[config.mk]
export PLATFORM = sky130hd
export DESIGN_NAME = bbp_port
export DESIGN_NICKNAME = d
export VERILOG_FILES = /design/src/hw/bbp_pkg.sv /design/src/hw/bbp_port.sv /design/src/hw/bbp_sync.sv
export SDC_FILE = /design/constraint.sdc
export NUM_CORES = 1
export LEC_CHECK = 0
export BUFFER_PORTS_ARGS = -buffer_cell sky130_fd_sc_hd__clkbuf_2
export CELL_PAD_IN_SITES_DETAIL_PLACEMENT = 1
export CELL_PAD_IN_SITES_GLOBAL_PLACEMENT = 1
export CORE_ASPECT_RATIO = 0.6
export CORE_UTILIZATION = 40
export CTS_BUF_LIST = sky130_fd_sc_hd__clkbuf_8
export CTS_CLUSTER_SIZE = 30
export DETAILED_ROUTE_END_ITERATION = 8
export PLACE_DENSITY = 0.81
export RECOVER_POWER = 100
export SYNTH_ARGS = -nofsm -noshare
export SYNTH_HDL_FRONTEND = slang
export SYNTH_SLANG_ARGS = --single-unit
[constraint.sdc]
create_clock -name pclk -period 2.26 [get_ports pclk]
set_input_delay 0.226 -clock pclk [delete_from_list [all_inputs] [get_ports pclk]]
set_output_delay 0.226 -clock pclk [all_outputs]
set_load 0.01 [all_outputs]
[src/hw/bbp_pkg.sv]
// package for the eight-bit bidirectional port: offsets, reset values, field positions
// assumes an apb slave with 32-bit data, one register per aligned word
package bbp_pkg;
  // ----------------------------------------------------------------
  // register byte addresses (index times four)
  // ----------------------------------------------------------------
  localparam logic [11:0] IDX_PIN_DATA = 12'h006;
  localparam logic [11:0] IDX_OPTION = 12'h081;
  localparam logic [11:0] IDX_DIRECTION = 12'h086;
  localparam logic [11:0] IDX_BIT_OP = 12'h090;
  localparam logic [11:0] IDX_MODE = 12'h091;
  localparam logic [11:0] IDX_IRQ_STATUS = 12'h092;
  localparam logic [11:0] IDX_IRQ_CLEAR = 12'h093;
  localparam logic [11:0] IDX_IRQ_ENABLE = 12'h094;
  localparam logic [11:0] OFS_PIN_DATA = 12'h018;
  localparam logic [11:0] OFS_OPTION = 12'h204;
  localparam logic [11:0] OFS_DIRECTION = 12'h218;
  localparam logic [11:0] OFS_BIT_OP = 12'h240;
  localparam logic [11:0] OFS_MODE = 12'h244;
  localparam logic [11:0] OFS_IRQ_STATUS = 12'h248;
  localparam logic [11:0] OFS_IRQ_CLEAR = 12'h24C;
  localparam logic [11:0] OFS_IRQ_ENABLE = 12'h250;
  // ----------------------------------------------------------------
  // reset values and fields
  // ----------------------------------------------------------------
  localparam logic [7:0] RST_OPTION = 8'hFF;
  localparam logic [7:0] RST_DIRECTION = 8'hFF;
  localparam logic [7:0] RST_LATCH = 8'h00;
  localparam int POS_PULLUP_EN_N = 7;
  localparam int POS_EDGE_SEL = 6;
  localparam int POS_MODE_EXT_IRQ = 0;
  localparam int POS_MODE_PROG = 1;
  localparam int POS_OP_SET = 3;
  localparam int POS_OP_BIT = 0;
  localparam int POS_EV_EXT = 0;
  localparam int POS_EV_CHANGE = 1;
  localparam logic [3:0] CHANGE_MASK_HI = 4'hF;
endpackage

[src/hw/bbp_port.sv]
// eight-bit bidirectional port with pull-ups, change detect and external irq pin
// assumes apb master on pclk; pins arrive asynchronously and pass a two-flop synchroniser
`timescale 1ns/100ps
`default_nettype none
module bbp_port #(
  parameter int WIDTH = 8
) (
  input wire logic pclk,
  input wire logic presetn,
  input wire logic clk_en,
  input wire logic psel,
  input wire logic penable,
  input wire logic pwrite,
  input wire logic [11:0] paddr,
  input wire logic [31:0] pwdata,
  output logic [31:0] prdata,
  output logic pready,
  output logic pslverr,
  input wire logic [WIDTH-1:0] pin_in,
  output logic [WIDTH-1:0] pin_out,
  output logic [WIDTH-1:0] pin_oe,
  output logic [WIDTH-1:0] pullup_on,
  output logic prog_clk,
  output logic prog_data,
  output logic irq
);
  // ----------------------------------------------------------------
  // state
  // ----------------------------------------------------------------
  logic [WIDTH-1:0] pin_sync;
  logic [7:0] latch_q;
  logic [7:0] direction_reg_q;
  logic [7:0] option_q;
  logic [1:0] mode_q;
  logic [7:0] pin_data_reg;
  logic [7:0] sample_q;
  logic [3:0] last_read_q;
  logic [1:0] irq_status_q;
  logic [1:0] irq_enable_q;
  logic [2:0] hyst_q;
  logic ext_irq_pin_d1_q;
  logic pin_change_flag;
  logic pullup_enable_n;
  logic setup;
  logic access;
  logic wr_en;
  logic rd_en;
  logic mapped;
  logic [7:0] rmw_value;
  logic ext_irq_pin;
  logic ext_edge;
  logic [3:0] mismatch;

  bbp_sync #(.WIDTH(WIDTH)) u_sync (
    .pclk(pclk),
    .presetn(presetn),
    .clk_en(clk_en),
    .async_in(pin_in),
    .sync_out(pin_sync)
  );

  // ----------------------------------------------------------------
  // apb decode
  // ----------------------------------------------------------------
  // setup cycle takes the pin sample, access cycle commits: two-phase like the core's instruction cycle
  assign setup = psel && !penable && clk_en;
  assign access = psel && penable && clk_en;
  assign wr_en = access && pwrite && mapped;
  assign rd_en = access && !pwrite && mapped;
  assign pready = 1'b1;
  assign pslverr = psel && penable && !mapped;

  always_comb begin
    case (paddr)
      bbp_pkg::OFS_PIN_DATA, bbp_pkg::OFS_OPTION, bbp_pkg::OFS_DIRECTION, bbp_pkg::OFS_BIT_OP,
      bbp_pkg::OFS_MODE, bbp_pkg::OFS_IRQ_STATUS, bbp_pkg::OFS_IRQ_CLEAR,
      bbp_pkg::OFS_IRQ_ENABLE: mapped = 1'b1;
      default: mapped = 1'b0;
    endcase
  end

  // ----------------------------------------------------------------
  // pin input path
  // ----------------------------------------------------------------
  // hysteresis is modelled as a one-cycle delay: the previous synchronised sample wins whenever the new one differs
  always_ff @(posedge pclk or negedge presetn) begin
    if (!presetn) begin
      hyst_q <= 3'h0;
    end else if (clk_en) begin
      hyst_q <= {pin_sync[7], pin_sync[6], pin_sync[0]};
    end
  end

  function automatic logic maj(input logic a, input logic b);
    maj = (a == b) ? a : !a;
    return (a & b) | (a & maj) | (b & maj);
  endfunction

  always_comb begin
    pin_data_reg = pin_sync;
    if (mode_q[bbp_pkg::POS_MODE_EXT_IRQ]) begin
      pin_data_reg[0] = (hyst_q[0] == pin_sync[0]) ? pin_sync[0] : hyst_q[0];
    end
    if (mode_q[bbp_pkg::POS_MODE_PROG]) begin
      pin_data_reg[6] = (hyst_q[1] == pin_sync[6]) ? pin_sync[6] : hyst_q[1];
      pin_data_reg[7] = (hyst_q[2] == pin_sync[7]) ? pin_sync[7] : hyst_q[2];
    end
  end

  assign prog_clk = mode_q[bbp_pkg::POS_MODE_PROG] & pin_data_reg[6];
  assign prog_data = mode_q[bbp_pkg::POS_MODE_PROG] & pin_data_reg[7];

  // ----------------------------------------------------------------
  // pin samples at start of access
  // ----------------------------------------------------------------
  always_ff @(posedge pclk or negedge presetn) begin
    if (!presetn) begin
      sample_q <= 8'h00;
    end else if (setup) begin
      sample_q <= pin_data_reg;
    end
  end

  // bit op register: bit index in [2:0], set/clear in [3]
  always_comb begin
    rmw_value = sample_q;
    rmw_value[pwdata[2:0]] = pwdata[bbp_pkg::POS_OP_SET];
  end

  // ----------------------------------------------------------------
  // latch, direction, option, mode
  // ----------------------------------------------------------------
  always_ff @(posedge pclk or negedge presetn) begin
    if (!presetn) begin
      latch_q <= bbp_pkg::RST_LATCH;
    end else if (wr_en && paddr == bbp_pkg::OFS_PIN_DATA) begin
      latch_q <= pwdata[7:0];
    end else if (wr_en && paddr == bbp_pkg::OFS_BIT_OP) begin
      latch_q <= rmw_value;
    end
  end

  always_ff @(posedge pclk or negedge presetn) begin
    if (!presetn) begin
      direction_reg_q <= bbp_pkg::RST_DIRECTION;
    end else if (wr_en && paddr == bbp_pkg::OFS_DIRECTION) begin
      direction_reg_q <= pwdata[7:0];
    end
  end

  always_ff @(posedge pclk or negedge presetn) begin
    if (!presetn) begin
      option_q <= bbp_pkg::RST_OPTION;
    end else if (wr_en && paddr == bbp_pkg::OFS_OPTION) begin
      option_q <= pwdata[7:0];
    end
  end

  always_ff @(posedge pclk or negedge presetn) begin
    if (!presetn) begin
      mode_q <= 2'h0;
    end else if (wr_en && paddr == bbp_pkg::OFS_MODE) begin
      mode_q <= pwdata[1:0];
    end
  end

  // ----------------------------------------------------------------
  // pin drivers and pull-ups
  // ----------------------------------------------------------------
  assign pullup_enable_n = option_q[bbp_pkg::POS_PULLUP_EN_N];
  assign pin_out = latch_q;
  assign pin_oe = ~direction_reg_q;
  assign pullup_on = {WIDTH{!pullup_enable_n}} & direction_reg_q;

  // ----------------------------------------------------------------
  // change detection and external interrupt
  // ----------------------------------------------------------------
  always_ff @(posedge pclk or negedge presetn) begin
    if (!presetn) begin
      last_read_q <= 4'h0;
    end else if (access && paddr == bbp_pkg::OFS_PIN_DATA) begin
      // a write also ends the mismatch, since it rereads the pins
      last_read_q <= sample_q[7:4];
    end
  end

  assign mismatch = (pin_data_reg[7:4] ^ last_read_q) & direction_reg_q[7:4] & bbp_pkg::CHANGE_MASK_HI;
  assign pin_change_flag = |mismatch;

  assign ext_irq_pin = pin_data_reg[0];

  always_ff @(posedge pclk or negedge presetn) begin
    if (!presetn) begin
      ext_irq_pin_d1_q <= 1'b0;
    end else if (clk_en) begin
      ext_irq_pin_d1_q <= ext_irq_pin;
    end
  end

  // edge select: one selects rising, zero falling
  assign ext_edge = mode_q[bbp_pkg::POS_MODE_EXT_IRQ] &&
                    (option_q[bbp_pkg::POS_EDGE_SEL] ? (ext_irq_pin && !ext_irq_pin_d1_q)
                                                    : (!ext_irq_pin && ext_irq_pin_d1_q));

  // ----------------------------------------------------------------
  // interrupt status, clear, enable
  // ----------------------------------------------------------------
  always_ff @(posedge pclk or negedge presetn) begin
    if (!presetn) begin
      irq_status_q <= 2'h0;
    end else if (clk_en) begin
      // set beats clear; a lasting mismatch re-sets the change bit each cycle
      irq_status_q[bbp_pkg::POS_EV_EXT] <= ext_edge ||
        (irq_status_q[bbp_pkg::POS_EV_EXT] &&
         !(wr_en && paddr == bbp_pkg::OFS_IRQ_CLEAR && pwdata[bbp_pkg::POS_EV_EXT]));
      irq_status_q[bbp_pkg::POS_EV_CHANGE] <= pin_change_flag ||
        (irq_status_q[bbp_pkg::POS_EV_CHANGE] &&
         !(wr_en && paddr == bbp_pkg::OFS_IRQ_CLEAR && pwdata[bbp_pkg::POS_EV_CHANGE]));
    end
  end

  always_ff @(posedge pclk or negedge presetn) begin
    if (!presetn) begin
      irq_enable_q <= 2'h0;
    end else if (wr_en && paddr == bbp_pkg::OFS_IRQ_ENABLE) begin
      irq_enable_q <= pwdata[1:0];
    end
  end

  assign irq = |(irq_status_q & irq_enable_q);

  // ----------------------------------------------------------------
  // read data, registered at the setup edge
  // ----------------------------------------------------------------
  always_ff @(posedge pclk or negedge presetn) begin
    if (!presetn) begin
      prdata <= 32'h0000_0000;
    end else if (setup) begin
      case (paddr)
        bbp_pkg::OFS_PIN_DATA: prdata <= {24'h000000, pin_data_reg};
        bbp_pkg::OFS_OPTION: prdata <= {24'h000000, option_q};
        bbp_pkg::OFS_DIRECTION: prdata <= {24'h000000, direction_reg_q};
        bbp_pkg::OFS_MODE: prdata <= {30'h00000000, mode_q};
        bbp_pkg::OFS_IRQ_STATUS: prdata <= {30'h00000000, irq_status_q};
        bbp_pkg::OFS_IRQ_ENABLE: prdata <= {30'h00000000, irq_enable_q};
        default: prdata <= 32'h0000_0000;
      endcase
    end
  end
endmodule
`default_nettype wire

[src/hw/bbp_sync.sv]
// two-flop synchroniser for a pin bus
// assumes pins are asynchronous to pclk
`timescale 1ns/100ps
`default_nettype none
module bbp_sync #(
  parameter int WIDTH = 8
) (
  input wire logic pclk,
  input wire logic presetn,
  input wire logic clk_en,
  input wire logic [WIDTH-1:0] async_in,
  output logic [WIDTH-1:0] sync_out
);
  logic [WIDTH-1:0] stage1_q;

  always_ff @(posedge pclk or negedge presetn) begin
    if (!presetn) begin
      stage1_q <= '0;
      sync_out <= '0;
    end else if (clk_en) begin
      stage1_q <= async_in;
      sync_out <= stage1_q;
    end
  end
endmodule
`default_nettype wire
# Yosys cells after proc, flatten, opt, wreduce, memory -nomap -nowiden
# Index checks and enable logic that the tools add are counted.
# word_totals
ff_bits	94
inputBits	58
output_inout_bits	61
wordCells	82
# classes
order_cmp	2
n_eq_ne	11
muxes	13
n_bitwise	7
n_reduce_logical	36
# ops
op	n
$eq 12x10->1 const B	7
$pmux 8 s6	1
$logic_and 1x1->1	23
$mux 8	2
$eq 12x5->1 const B	1
$and 8x8->8	1
$bwmux 8	1
$not 8->8	1
$reduce_or 8->1	1
$logic_not 1->1	7
$mux 1	7
$and 4x4->4	1
$lt 3x4->1 const B	1
$reduce_or 4->1	1
$xor 4x4->4	1
$demux 1 s3	1
$eq 1x1->1	3
$ge 3x1->1 const B	1
$and 1x1->1	2
$and 2x2->2	1
$logic_or 1x1->1	2
$mux 2	1
$reduce_bool 2->1	1
$reduce_or 2->1	1

# Longest topological paths before layout
# depth
depth_word	9
ltp_mapped	7
depth_no_buf	5

# Modules after synthesis
# From an unflattened synthesis, not the netlist that was laid out.
# unflattened
hier_cells	342
area_unflattened_um2	3848.7
# by_module_without_submodules
module	instances	cells_per_inst	area_per_inst_um2	seq_area_each_um2
bbp_port	1	308	3199.3	1371.3
bbp_sync	1	34	649.4	400.4

# Worst setup path after synthesis
# Ideal clock, no wire load.
# synth_path
kind	in2reg
start	input paddr[6]
end	register last_read_q[0]
setup_time_ns	0.127
t_arrival_ns	1.754
required_time_ns	2.133
setup_slack_ns	0.379
cell_stages	6
path_buffers	2
path_cell_list	buf_6 or4b_1 nor4_2 and3_1 buf_2 mux2_1
# synth_between
elab_chain_len	2
# synth_rtl
item	line_no	source
start, declared	bbp_port.sv:14	input wire logic [11:0] paddr,
$eq 12x5->1	bbp_port.sv:181	end else if (access && paddr == bbp_pkg::OFS_PIN_DATA) begin
$logic_and 1x1->1	bbp_port.sv:181	
end signal, assigned	bbp_port.sv:183	last_read_q <= sample_q[7:4];
end, declared	bbp_port.sv:37	logic [3:0] last_read_q;
# No other way between the ends.
# A chain may end at the register's enable or synchronous reset.

# Worst setup path after layout
# layout_path
start	input paddr[5]
end	output pslverr
# layout_between
elab_chain_len	5
elab_cells_between_ends	12
classes_between	eq/ne: 8; mux: 1; reduce/logical: 3
# layout_rtl
item	line_no	source
$eq 12x5->1 or $eq 12x10->1 (tied branches)	bbp_port.sv:74	case (paddr)
$reduce_or 8->1 (*)	bbp_port.sv:74	
$mux 1 (*)	bbp_port.sv:74	
$logic_not 1->1 (*)	bbp_port.sv:71	assign pslverr = psel && penable && !mapped;
$logic_and 1x1->1 (*)	bbp_port.sv:71	
end, declared	bbp_port.sv:18	output logic pslverr,
# Mark *: on every way between the ends. The rest lies on a longest branch, timed or not.

==> metrics <==
Achievable Freq=0.457 GHz; P_leak=1.94 nW; die width=127 um; max_cap viols=0; CP Class=in2out; Setup crit end kind=output port; Cells after Synth=359; first-pass GRT wire length=17.0 mm; Post-DRT Antenna Nets=0; Finished Layout Cells=554; DR vias/cell=5.35; Critical Path RT=2030 ps; PwrDens=672 nW/um^2; sequential share of power=49.7%; Post-CTS Setup Inserts=0; Die Area=9720 sq um; initial antenna violation count=0; CP Launch Type=primary input; cts hold-fix bufs=1; syn avg cell area=10.4 sq um; RSZ-0062 raised after global routing=no; grt met2 use=34.6%; Comb power frac=13.3%; ys async rst share=100%; Hold Crit Class=in2reg; Detailed Place HPWL=8.06 mm; Compound-Gate Fraction of Synth Area=10.5%; Slew @ Worst Pin=1160 ps; dominant synthesized flop cell=dfrtp_1; htree depth=3; largest fanout on the critical path=3; dpl cells=537; clock power share=37.1%; status=finished clean; Total GRT Usage=23.5%; synthesis-stage register bit count=70; GRT met1 Usage=33.9%; commonest non-fill, non-tap cell in the layout=dfrtp_1; CTS tree=yes; synth unique cells=51; CTS sink count=70; clk slew on worst S/H paths=80 ps; Clock Tree Buf Depth=2; largest net degree at the start of global routing=63; post-route clock period utilization=96.8%; main combinational cell family by area after synthesis=simple AND/OR/NAND/NOR gates; 1st-pass router iterations=4; Slew HR=22.9%; Switching Share=27.9%; Setup TNS Final=0 ps; synthesized cell area=3730 sq um; Routed WL=10.7 mm; final hold violations=0; CP arrival=1960 ps; Max VDD drop=0.000393 V; Die Ht=76.8 um; worst-skew pair later-pin latency=360 ps; Placeable Area=8780 sq um; post-synthesis mux area share=15.8%; starting DRC count in detailed routing=214; input/output buffers=69; drt wl/cell=19.4 um; Synth Area in XOR/XNOR=1.18%; yosys warns=0; Fill cells=1034; area grow syn2layout=14.9%; pins over their slew limit=0; antenna cells=0; # setup viols final=0; CTS root buffer=clkbuf_8; initial core utilization=42.4%; Layout Skew=12.0 ps; DR DRC count=0; CTS Buf Count=9; worst hold slack=96.5 ps; count of standard-cell rows=26; Tmin final=2190 ps; layer with the highest usage=met2; Synth Area in Simple Gates=16.3%; GP Congestion=0.915; PostCTS Resize Cnt=0; total grt overflow=0; Switch Pwr=0.802 mW; ratio of cells with drive above 1 in the final layout=26.5%; vias in the first global route=3070; Nets=495; post-synthesis sequential area ratio=47.5%; met3 usage=6.07%; total number of vias=2962; adder-cell area share of the yosys netlist=0%; number of flops mapped to enable cells by yosys=0; most frequent cells in the layout=dfrtp_1, clkbuf_2, nand2_1; cell internal pwr=2.08 mW; I/O Pins=119
per-layer routing:
metal  part of all wire, %  up-vias
met5                     0        -
met4                  0.97        0
met3                   6.5        9
met2                    43      101
met1                    49     1492
li1                      -     1360
cell families after synthesis:
kind of cell,count (synthesis)
xor+xnor,5
buf+inv,54
compound gates,61
flops,70
mux,50
other cells,2
simple gates,117
flip-flops by register name (all words and copies together), names as in the netlist:
| signal | flops |
|---|---|
| u_sync.stage1_q | 8 |
| last_read_q | 4 |
| option_q | 8 |
| sample_q | 8 |
| prdata | 8 |
| irq_enable_q | 2 |
| ext_irq_pin_d1_q | 1 |
| u_sync.sync_out | 8 |
| direction_reg_q | 8 |
| pin_out | 8 |
| mode_q | 2 |
| hyst_q | 3 |
| irq_status_q | 2 |
worst max-delay path: stages:
cell	delay, ps
clkbuf_2	110
or4_1	550
or3_1	430
o311ai_0	380
a21oi_1	120
clkbuf_2	150
through the flow:
stage                     power [mW]  setup WS, ps  utilization (%)  instance area (sq um)
after floorplan                 1.70           379                -                   3810
after global placement          1.82           108             47.6                   4180
after detailed placement        1.84          96.8             47.6                   4180
after CTS                       2.92          90.8             50.1                   4400
after global routing            3.02          7.83             48.8                   4280
final                           2.88          72.8             48.8                   4280
power by group through the flow:
stage	registers [mW]	clock network (mW)	logic, mW
after floorplan	1.44	0	0.256
after global placement	1.44	0	0.373
after detailed placement	1.45	0	0.391
after CTS	1.43	1.09	0.396
after global routing	1.44	1.15	0.427
final	1.43	1.07	0.382
path summary, 6_finish.rpt:
| check | startpoint | slack [ps] | to | cells after the start |
|---|---|---|---|---|
| worst min register to register | hyst_q[2]$_DFFE_PN0P_ | 510 | hyst_q[2]$_DFFE_PN0P_ | 1 |
| worst max register to register | mode_q[1]$_DFFE_PN0P_ | 580 | irq_status_q[1]$_DFFE_PN0P_ | 5 |
| max in group asynchronous | presetn | 650 | pin_out[3]$_DFFE_PN0P_ | 3 |
| min in group asynchronous | presetn | 340 | u_sync.stage1_q[7]$_DFFE_PN0P_ | 2 |
| worst max-delay path | paddr[5] | 70 | pslverr | 6 |
| worst min-delay path | pin_in[4] | 100 | u_sync.stage1_q[4]$_DFFE_PN0P_ | 2 |
cell type report:
type | instances | area, sq um | area share, %
clock buffers | 11 | 151 | 3.53
clock inverters | 5 | 56.3 | 1.31
inverters | 11 | 41.3 | 0.964
multi-input cells | 258 | 1680 | 39.1
flip-flops and latches | 70 | 1770 | 41.4
well taps | 112 | 140 | 3.27
repair buffers | 87 | 445 | 10.4
synthesized netlist by cell type (5+ instances only):
library cell | instances | area (sq um)
mux2_2 | 35 | 394
nand2b_1 | 5 | 31.3
clkbuf_1 | 12 | 45.0
xor2_1 | 5 | 43.8
inv_1 | 11 | 41.3
nand2_1 | 38 | 143
a21oi_1 | 14 | 70.1
nor2_1 | 38 | 143
mux2_4 | 8 | 120
dfrtp_1 | 54 | 1350
buf_4 | 26 | 195
o21ai_0 | 18 | 90.1
a221oi_1 | 7 | 61.3
dfstp_2 | 16 | 420
(Power assumes the default switching activity.)
